--- src/rtl/spl_pkg.sv ---
// Package for the split-port stuck-link supervisor: register map, timing, types
package spl_pkg;

  // Register bus widths and offsets
  localparam int unsigned ADDR_W          = 16;
  localparam logic [15:0] OFF_SPLIT_EN    = 16'h3c48;
  localparam logic [15:0] OFF_LINK_TMO    = 16'h4171;
  localparam logic [15:0] OFF_PULSE_LEN   = 16'h4176;

  // Reset values and field layout
  localparam logic [7:0]  RST_SPLIT_EN    = 8'h00;
  localparam logic [7:0]  RST_LINK_TMO    = 8'h05;
  localparam logic [7:0]  RST_PULSE_LEN   = 8'h05;
  localparam int unsigned TMO_SEL_W       = 3;
  localparam int unsigned FIRST_PORT      = 5;

  // Link state codes that count as not operational
  localparam logic [3:0]  LINK_BAD_LO     = 4'h4;
  localparam logic [3:0]  LINK_BAD_HI     = 4'h9;

  // Timing in the block's units
  localparam int unsigned CLK_MHZ         = 50;
  localparam int unsigned TICK_US         = 1000;
  localparam int unsigned TICK_CYC_DFLT   = TICK_US * CLK_MHZ;
  localparam int unsigned PULSE_BASE_MS   = 350;
  localparam int unsigned PULSE_STEP_MS   = 10;
  localparam logic [11:0] TMO_100_MS      = 12'd100;
  localparam logic [11:0] TMO_250_MS      = 12'd250;
  localparam logic [11:0] TMO_500_MS      = 12'd500;
  localparam logic [11:0] TMO_750_MS      = 12'd750;
  localparam logic [11:0] TMO_1000_MS     = 12'd1000;
  localparam logic [11:0] TMO_2000_MS     = 12'd2000;

  // Per-port supervisor states
  typedef enum logic [1:0] {
    SPL_WATCH = 2'b00,
    SPL_PULSE = 2'b01
  } spl_state_t;

  // Register bus request bundle
  typedef struct packed {
    logic [15:0] addr;
    logic [7:0]  wdata;
    logic        wr;
    logic        rd;
  } spl_req_t;

endpackage

--- src/rtl/spl_port_mon.sv ---
// One port's stuck-link watchdog and power pulse generator
`timescale 1ns/1ns
module spl_port_mon
  import spl_pkg::*;
(
  // Clock and reset
  input  wire logic        clk_in,
  input  wire logic        resetn_in,
  // Controls
  input  wire logic        tick_in,
  input  wire logic        enable_in,
  input  wire logic [11:0] timeout_ms_in,
  input  wire logic [11:0] pulse_ms_in,
  input  wire logic [3:0]  link_state_in,
  // Power pin, high keeps the embedded device powered
  output logic             power_on_out
);

  spl_state_t  state_q;
  spl_state_t  state_d;
  logic [11:0] ms_q;
  logic [11:0] ms_d;
  logic [3:0]  last_q;
  logic        power_q;

  // Link is bad when in codes 0x4..0x9; a change of code proves activity
  wire link_bad  = (link_state_in >= LINK_BAD_LO) && (link_state_in <= LINK_BAD_HI);
  wire link_move = (link_state_in != last_q);
  wire armed     = enable_in && (timeout_ms_in != 12'h000);
  wire tmo_hit   = tick_in && (ms_q + 12'h001 >= timeout_ms_in);
  wire pulse_end = tick_in && (ms_q + 12'h001 >= pulse_ms_in);

  // Next state: watch, then pulse low, then restore power
  always_comb
  begin
    state_d = state_q;
    ms_d    = ms_q;
    case (state_q)
      SPL_WATCH:
      begin
        if (!armed || !link_bad || link_move)
          ms_d = 12'h000;
        else if (tmo_hit)
        begin
          state_d = SPL_PULSE;
          ms_d    = 12'h000;
        end
        else if (tick_in)
          ms_d = ms_q + 12'h001;
      end
      SPL_PULSE:
      begin
        if (pulse_end)
        begin
          state_d = SPL_WATCH;
          ms_d    = 12'h000;
        end
        else if (tick_in)
          ms_d = ms_q + 12'h001;
      end
      default:
      begin
        state_d = SPL_WATCH;
        ms_d    = 12'h000;
      end
    endcase
  end

  // State, timer and pin registers
  always_ff @(posedge clk_in or negedge resetn_in)
  begin
    if (!resetn_in)
    begin
      state_q <= SPL_WATCH;
      ms_q    <= 12'h000;
      last_q  <= 4'h0;
      power_q <= 1'b1;
    end
    else
    begin
      state_q <= state_d;
      ms_q    <= ms_d;
      last_q  <= link_state_in;
      power_q <= (state_d != SPL_PULSE);
    end
  end

  assign power_on_out = power_q;
endmodule

--- src/rtl/spl_link_watchdog.sv ---
// Top of the split-port stuck-link supervisor with its register file
`timescale 1ns/1ns
module spl_link_watchdog
  import spl_pkg::*;
#(
  parameter int unsigned TICK_CYC = TICK_CYC_DFLT
)
(
  // Clock and reset
  input  wire logic        CLK_IN,
  input  wire logic        RESETN_IN,
  // Register bus
  input  wire logic [15:0] ADDR_IN,
  input  wire logic [7:0]  WDATA_IN,
  input  wire logic        WR_IN,
  input  wire logic        RD_IN,
  output logic      [7:0]  RDATA_OUT,
  // Configuration load path
  input  wire logic        CFG_LOAD_IN,
  input  wire logic [2:0]  CFG_TMO_IN,
  // Link state of ports 5 and 6
  input  wire logic [3:0]  LINK_STATE5_IN,
  input  wire logic [3:0]  LINK_STATE6_IN,
  // Embedded SuperSpeed power pins, low while resetting the device
  output logic      [1:0]  EMB_SS_POWER_OUT
);

  localparam int unsigned NPORT = 2;

  // Elaboration check: the divider cannot make a one-cycle-wide tick below two cycles
  if (TICK_CYC < 2)
  begin : g_bad_tick
    $error("TICK_CYC must be at least 2");
  end

  spl_req_t    req;
  logic [7:0]  split_en_q;
  logic [2:0]  tmo_sel_q;
  logic [7:0]  pulse_len_q;
  logic [7:0]  rdata_q;
  logic [31:0] tick_cnt_q;
  logic        tick_q;
  logic [11:0] timeout_ms;
  logic [11:0] pulse_ms;
  logic [3:0]  link_state [NPORT];
  logic [1:0]  power_on;

  assign req = '{addr: ADDR_IN, wdata: WDATA_IN, wr: WR_IN, rd: RD_IN};

  // Address decode
  wire hit_en  = (req.addr == OFF_SPLIT_EN);
  wire hit_tmo = (req.addr == OFF_LINK_TMO);
  wire hit_len = (req.addr == OFF_PULSE_LEN);

  // Read mux; reserved bits and unmapped addresses read zero
  wire [7:0] rd_mux = hit_en  ? {split_en_q[7:1], 1'b0} :
                      hit_tmo ? {5'h00, tmo_sel_q} :
                      hit_len ? pulse_len_q : 8'h00;

  // Register file writes; a configuration load wins over a bus write
  always_ff @(posedge CLK_IN or negedge RESETN_IN)
  begin
    if (!RESETN_IN)
    begin
      split_en_q  <= RST_SPLIT_EN;
      tmo_sel_q   <= RST_LINK_TMO[2:0];
      pulse_len_q <= RST_PULSE_LEN;
      rdata_q     <= 8'h00;
    end
    else
    begin
      if (req.wr && hit_en)
        split_en_q <= {req.wdata[7:1], 1'b0};
      if (CFG_LOAD_IN)
        tmo_sel_q <= CFG_TMO_IN;
      else if (req.wr && hit_tmo)
        tmo_sel_q <= req.wdata[2:0];
      if (req.wr && hit_len)
        pulse_len_q <= req.wdata;
      rdata_q <= req.rd ? rd_mux : 8'h00;
    end
  end

  assign RDATA_OUT = rdata_q;

  // Timeout decode; the reserved code behaves as disabled
  always_comb
  begin
    case (tmo_sel_q)
      3'h1:    timeout_ms = TMO_100_MS;
      3'h2:    timeout_ms = TMO_250_MS;
      3'h3:    timeout_ms = TMO_500_MS;
      3'h4:    timeout_ms = TMO_750_MS;
      3'h5:    timeout_ms = TMO_1000_MS;
      3'h6:    timeout_ms = TMO_2000_MS;
      default: timeout_ms = 12'h000;
    endcase
  end

  // Pulse length in ms: base plus step per count
  assign pulse_ms = 12'(PULSE_BASE_MS) + 12'(PULSE_STEP_MS) * {4'h0, pulse_len_q};

  // Millisecond tick shared by both ports; keeps per-port timers narrow
  always_ff @(posedge CLK_IN or negedge RESETN_IN)
  begin
    if (!RESETN_IN)
    begin
      tick_cnt_q <= 32'h0;
      tick_q     <= 1'b0;
    end
    else
    begin
      tick_q     <= (tick_cnt_q == 32'(TICK_CYC - 1));
      tick_cnt_q <= (tick_cnt_q == 32'(TICK_CYC - 1)) ? 32'h0 : tick_cnt_q + 32'h1;
    end
  end

  assign link_state[0] = LINK_STATE5_IN;
  assign link_state[1] = LINK_STATE6_IN;

  // One supervisor per split-capable port
  genvar p;
  generate
    for (p = 0; p < NPORT; p++)
    begin : g_port
      // Ticks seen while this pin is low, kept only for the checks below
      logic [11:0] low_ticks_q;

      spl_port_mon u_mon (
        .clk_in        (CLK_IN),
        .resetn_in     (RESETN_IN),
        .tick_in       (tick_q),
        .enable_in     (split_en_q[FIRST_PORT + p]),
        .timeout_ms_in (timeout_ms),
        .pulse_ms_in   (pulse_ms),
        .link_state_in (link_state[p]),
        .power_on_out  (power_on[p])
      );

      // Count pulse ticks; cleared whenever power is on
      always_ff @(posedge CLK_IN or negedge RESETN_IN)
      begin
        if (!RESETN_IN)
          low_ticks_q <= 12'h000;
        else if (power_on[p])
          low_ticks_q <= 12'h000;
        else
          low_ticks_q <= low_ticks_q + {11'h000, tick_q};
      end

    end
  endgenerate

  assign EMB_SS_POWER_OUT = power_on;
endmodule

--- config.mk ---
export PLATFORM = sky130hd
export DESIGN_NAME = spl_link_watchdog
export DESIGN_NICKNAME = d
export VERILOG_FILES = /design/src/rtl/spl_pkg.sv /design/src/rtl/spl_port_mon.sv /design/src/rtl/spl_link_watchdog.sv
export SDC_FILE = /design/constraint.sdc
export NUM_CORES = 1
export LEC_CHECK = 0
export BUFFER_PORTS_ARGS = -buffer_cell sky130_fd_sc_hd__buf_2
export CAP_MARGIN = 20
export CORE_MARGIN = 2
export CORE_UTILIZATION = 48
export CTS_CLUSTER_SIZE = 40
export DETAILED_ROUTE_END_ITERATION = 10
export PLACE_DENSITY = 0.69
export SLEW_MARGIN = 30
export SYNTH_ARGS = -nofsm -noshare
export SYNTH_HDL_FRONTEND = slang
export SYNTH_SLANG_ARGS = --single-unit
--- constraint.sdc ---
create_clock -name CLK_IN -period 3.6 [get_ports CLK_IN]
set_input_delay 0.72 -clock CLK_IN [delete_from_list [all_inputs] [get_ports CLK_IN]]
set_output_delay 0.72 -clock CLK_IN [all_outputs]
set_load 0.05 [all_outputs]
-- Word level (Yosys, flattened, before mapping)
Index checks and enable logic that the tools add are counted.
- bits in registers: 97
- input bits: 40
- word-level logic and storage cells: 92
- add/subtract/negate cells: 4
- $mul: 1
- order comparisons: 8
- eq/ne operators: 16
- mux-type cells: 26
- reductions and logical operators: 23
- operator list (operator ; number):
    $mux W12 ; 8
    $pmux W11 S6 ; 1
    $pmux W12 S2 ; 2
    $add A32 B1 Y32 const B ; 1
    $eq A16 B15 Y1 const B ; 2
    $eq A32 B16 Y1 const B ; 1
    $mux W32 ; 1
    $mux W8 ; 4
    $add A12 B1 Y12 const B ; 2
    $ge A12 B11 Y1 ; 2
    $ge A12 B12 Y1 ; 2
    $eq A16 B14 Y1 const B ; 1
    $add A9 B12 Y12 const A ; 1
    $mux W2 ; 6
    $reduce_bool A12 Y1 ; 1
    $logic_and A1 B1 Y1 ; 11
    $mul A3 B8 Y11 const A ; 1
    $eq A3 B3 Y1 const B ; 3
    $ge A4 B3 Y1 const B ; 2
    $le A4 B4 Y1 const B ; 2
    $ne A4 B4 Y1 ; 2
    $pmux W2 S2 ; 2
    $eq A3 B2 Y1 const B ; 2
    $mux W3 ; 2
    7 further kinds ; 16

-- Logic depth before layout (Yosys ltp)
- word-level depth: 10
- mapped depth: 16

-- By module
Synthesis repeated with hierarchy kept, for this count alone.
- cell total of the unflattened synthesis: 660
- area total of the unflattened synthesis: 6687.7 um^2
- by module, submodules not included (module ; times used ; cells each ; area an instance (um^2)):
    spl_port_mon ; 2 ; 180 ; 1727.9
    spl_link_watchdog ; 1 ; 300 ; 3231.8

-- Worst setup path after synthesis
No wires, ideal clock.
- kind: flip-flop to flip-flop
- from: reg pulse_len_q[1]
- to: reg g_port[1].u_mon.state_q[0]
- setup time: 0.133 ns
- arrival time: 3.864 ns
- required time: 3.467 ns
- setup slack: -0.396 ns
- cell stages (with the launch flop): 16
- clock period less this slack: 3.996 ns
- path through: dfrtp_1 > ha_1 > ha_1 > fa_1 > a21o_2 > a211oi_1 > o32ai_1 > xnor2_1 > ha_1 > nand3_1 > or3_1 > o21ai_0 > a22oi_2 > o311ai_4 > buf_6 > o211ai_1
- word-level cells in the longest chain between the ends: 6
- RTL lines (item ; RTL line ; RTL):
    start: declaration ; spl_link_watchdog.sv:39 ; logic [7:0] pulse_len_q;
    start signal: assignment ; spl_link_watchdog.sv:79 ; pulse_len_q <= req.wdata;
    $mul A3 B8 Y11 ; spl_link_watchdog.sv:101 ; assign pulse_ms = 12'(PULSE_BASE_MS) + 12'(PULSE_STEP_MS) * {4'h0, pulse_len_q};
    $add A9 B12 Y12 ; spl_link_watchdog.sv:101 ;
    $ge A12 B12 Y1 ; spl_port_mon.sv:31 ; wire pulse_end = tick_in && (ms_q + 12'h001 >= pulse_ms_in);
    $logic_and A1 B1 Y1 ; spl_port_mon.sv:31 ;
    $mux W2 ; spl_port_mon.sv:53 ; if (pulse_end)
    $pmux W2 S2 ; spl_port_mon.sv:38 ; case (state_q)
    net g_port[1].u_mon.state_d[0] ; spl_port_mon.sv:20 ; spl_state_t state_d;
    end signal: assignment ; spl_port_mon.sv:81 ; state_q <= state_d;
    end: declaration ; spl_port_mon.sv:19 ; spl_state_t state_q;
The timed path passes the listed nets, and every way through them passes these cells.
A chain may end at the register's enable or synchronous reset.

-- Final worst setup path
- from: reg pulse_len_q[3]
- to: reg g_port[1].u_mon.state_q[0]
The elaborated chain is that of the path after synthesis.

==> metrics.md <==
| Metric | Value |
|---|---|
| Post-Layout Cell Count | `879` |
| Worst EP required | `3.83 ns` |
| Final Critical Period | `3.837 ns` |
| Final hold vios | `0` |
| Sw Share | `26.24%` |
| Placed Area | `0.006795 sq mm` |
| Max rail drop VDD | `0.2510 mV` |
| Largest net degree at the start of global routing | `98` |
| Synthesis Warnings | `0` |
| Initial DRC Count | `202` |
| Mean Syn Cell Area | `9.971 sq um` |
| Leak Pwr | `0.003399 uW` |
| Sequential area share after synthesis | `39.77%` |
| Final Skew | `0.006466 ns` |
| R2R setup slack | `-0.24 ns` |
| Comb pwr share | `9.1%` |
| Layout cells sized above 1 | `27.16%` |
| Total GRT Usage | `20.28%` |
| Initial Utilization | `48.91%` |
| Failing checks | `negative setup slack` |
| Initial antenna violation count | `0` |
| Int Power | `1677 uW` |
| Cells after DPL | `851` |
| # diodes | `0` |
| Worst Hold Class | `in2async` |
| Clock slew at reported path FFs | `0.07 ns` |
| Top_reg_cell synth | `dfrtp_1` |
| Clock Latency Late Sink | `0.36 ns` |
| Tcrit/Tclk final | `106.6%` |
| Area of the multi-input gates | `0.003816 sq mm` |
| Longest Clk Path Bufs | `2` |
| Switching pwr | `596.6 uW` |
| FP Rows | `41` |
| Part of the power in the clock network | `41.5%` |
| Worst EP arrival | `4.06 ns` |
| Via count | `4851` |
| Max-Cap Viols | `0` |
| Die Ht | `116.9 um` |
| Post-Route WL | `13110 um` |
| Core Box Area | `0.01252 sq mm` |
| Worst r2r path cells | `16` |
| Placement Setup Slack | `-0.2292 ns` |
| Reg2reg start | `pulse_len_q[3]` |
| RSZ-0062 raised after global routing | `true` |
| Sequential Area | `0.002436 sq mm` |
| Final setup margin | `-0.2368 ns` |
| Startpoint Class | `register` |
| Post-Syn Area | `0.006122 sq mm` |
| Final Cell Area | `0.007411 sq mm` |
| Root Driver | `clkbuf_16` |
| Post-route DRC | `0` |
| CP Max Fanout | `7` |
| DRT Pass-1 Iters | `4` |
| Status | `finished with violations` |
| CP endpoint kind | `register` |
| FFs w/ async S/R, synth | `100.0%` |
| DIE WIDTH | `116.9 um` |
| IO Count | `50` |
| First-pass GRT wire length | `21760 um` |
| Vias/cell | `5.519` |
| Final-report setup violation count | `28` |
| Area growth from synthesis to layout | `21.05%` |
| RR Endpoint | `g_port[1].u_mon.state_q[0]` |
| Placer Congestion | `0.8470` |
| Least-Margin Pin Slew | `0.6296 ns` |
| Final nets | `799` |
| Max-Slew Margin vs Limit | `57.64%` |
| Post-synth EDFFs | `0` |
| Fmax | `260.6 MHz` |
| H-tree levels | `3` |
| Largest area contributor in the netlist | `dfrtp_1` |
| Synth Register Bits | `97` |
| DP HPWL | `9565 um` |
| Fin. max-slew vios | `0` |
| CTS tree | `yes` |
| Grt ovf | `0` |
| Share of the synthesized area in the top cell type | `37.20%` |
| Yosys cell types | `66` |
| CP Class | `reg2reg` |
| Vias in the first global route | `4828` |
| DIE AREA | `0.01367 sq mm` |
| Clock sink count | `97` |
| Port Buffers | `49` |
| Synth top area cells | `dfrtp_1, ha_1, xnor2_1` |
| Num CTS Buffers | `9` |
| Pwr Density | `306.8 mW/mm^2` |
| Fill count | `1076` |
| Reg power frac | `49.4%` |
| Cells after synthesis | `614` |
| DRT antenna net count | `0` |
| DR WL/cell | `14.91 um` |
-- timing repair --
item	CTS	global route
pin swaps	11	16
endpoints found under the setup margin	28	28
buffers inserted	6	6
resized for setup	8	40
hold buffers	0	0
cloned	1	1
-- layer usage --
metal / global-route usage [%] / share of wire [%] / vias to the layer above
met5: 0 / 0 / -
li1: - / - / 2385
met2: 36.18 / 51 / 83
met3: 3.553 / 3.8 / 25
met4: 9.569 / 2.0 / 0
met1: 23.68 / 44 / 2358
-- synthesized netlist by cell type, types with 4 or more instances --
cell type	number
dfstp_2	6
clkbuf_1	8
nand3_1	22
nand2b_1	7
a22oi_1	7
xor2_1	40
mux2_2	17
nor4b_1	4
nand2_1	61
xnor2_1	42
ha_1	56
inv_1	12
nor4_1	10
or3_1	6
a21oi_2	9
and3_1	8
nor4bb_1	5
a21oi_1	26
o21ai_0	12
nand3b_1	4
a21boi_0	4
nand4_1	19
dfrtp_1	91
nor2_1	45
nor3_1	14
mux2i_1	5
nor2b_1	8
o21a_1	6
-- logic make-up after synthesis --
group	after synthesis	synth area share, %
mux	22	3.944
compound gates	97	11.14
xor+xnor	82	11.73
buf+inv	28	2.043
fa+ha+maj	57	11.77
simple gates	230	19.54
flops	97	39.77
other cells	1	0.06125
-- cells in the final DEF (no fill, tap or decap), drive strengths merged, types with 9 or more instances in the layout --
cell type  count
nor4          12
mux2          17
nand2         61
nor3          14
inv           16
clkbuf         9
xor2          40
nand4         19
nand3         22
xnor2         42
buf           92
o21ai         14
dfrtp         91
nor2          45
ha            56
a21oi         35
-- per-stage QoR --
stage,power [uW],utilization [%],setup TNS [ns],hold WS [ns]
2_1_floorplan,1256,-,-0.6138,0.4244
3_3_place_gp,1333,54.25,-1.951,0.4602
3_5_place_dp,1340,54.29,-4.915,0.4767
4_1_cts,2307,57.64,-3.573,0.4336
5_1_grt,2376,59.21,-8.438,0.4604
6_report,2274,59.21,-4.126,0.3801
-- sequential cells by signal, summed over array words and instances, names as in the netlist --
register / cells
g_port.u_mon.state_q: 4
pulse_len_q: 8
tick_cnt_q: 32
g_port.u_mon.ms_q: 24
g_port.u_mon.power_on_out: 2
tick_q: 1
tmo_sel_q: 3
RDATA_OUT: 8
g_port.u_mon.last_q: 8
split_en_q: 7
-- worst max-delay path, cell delays in order (launching register included) --
cell	delay, ns
dfrtp_2	0.44
ha_4	0.25
ha_4	0.16
fa_2	0.43
xor2_2	0.19
buf_4	0.13
a21oi_2	0.04
o32ai_2	0.30
xnor2_1	0.14
ha_1	0.32
nand3_2	0.06
or3_4	0.40
o21ai_4	0.20
a22oi_2	0.09
o311ai_4	0.28
buf_6	0.19
o211ai_1	0.08
-- how the worst max path moves through the flow --
stage                                             to  slack, ns           start  cells after the start
after detailed placement  g_port[1].u_mon.state_q[0]      -0.23  pulse_len_q[3]                     15
after floorplan           g_port[1].u_mon.state_q[0]       -0.1  pulse_len_q[3]                     15
after CTS                    g_port[1].u_mon.ms_q[4]      -0.20  pulse_len_q[3]                     17
after global routing      g_port[1].u_mon.state_q[0]      -0.40  pulse_len_q[3]                     16
final                     g_port[1].u_mon.state_q[0]      -0.24  pulse_len_q[3]                     16
after global placement    g_port[1].u_mon.state_q[0]      -0.15  pulse_len_q[3]                     15
-- final cells by class --
type	instances	area share, %
Inverter	12	0.6078
Clock buffer	9	3.039
Timing Repair Buffer	92	8.121
Tap cell	172	2.904
Multi-Input combinational cell	490	51.49
Clock inverter	7	0.9623
Sequential cell	97	32.87
-- power groups by stage --
| stage | Combinational [uW] | Clock [uW] | Sequential, uW |
|---|---|---|---|
| global route | 232 | 1020 | 1130 |
| global placement | 189 | 0 | 1140 |
| CTS | 207 | 976 | 1120 |
| detailed placement | 196 | 0 | 1140 |
| finish | 207 | 943 | 1120 |
| floorplan | 121 | 0 | 1140 |
Power figures use the tool's default switching activity.
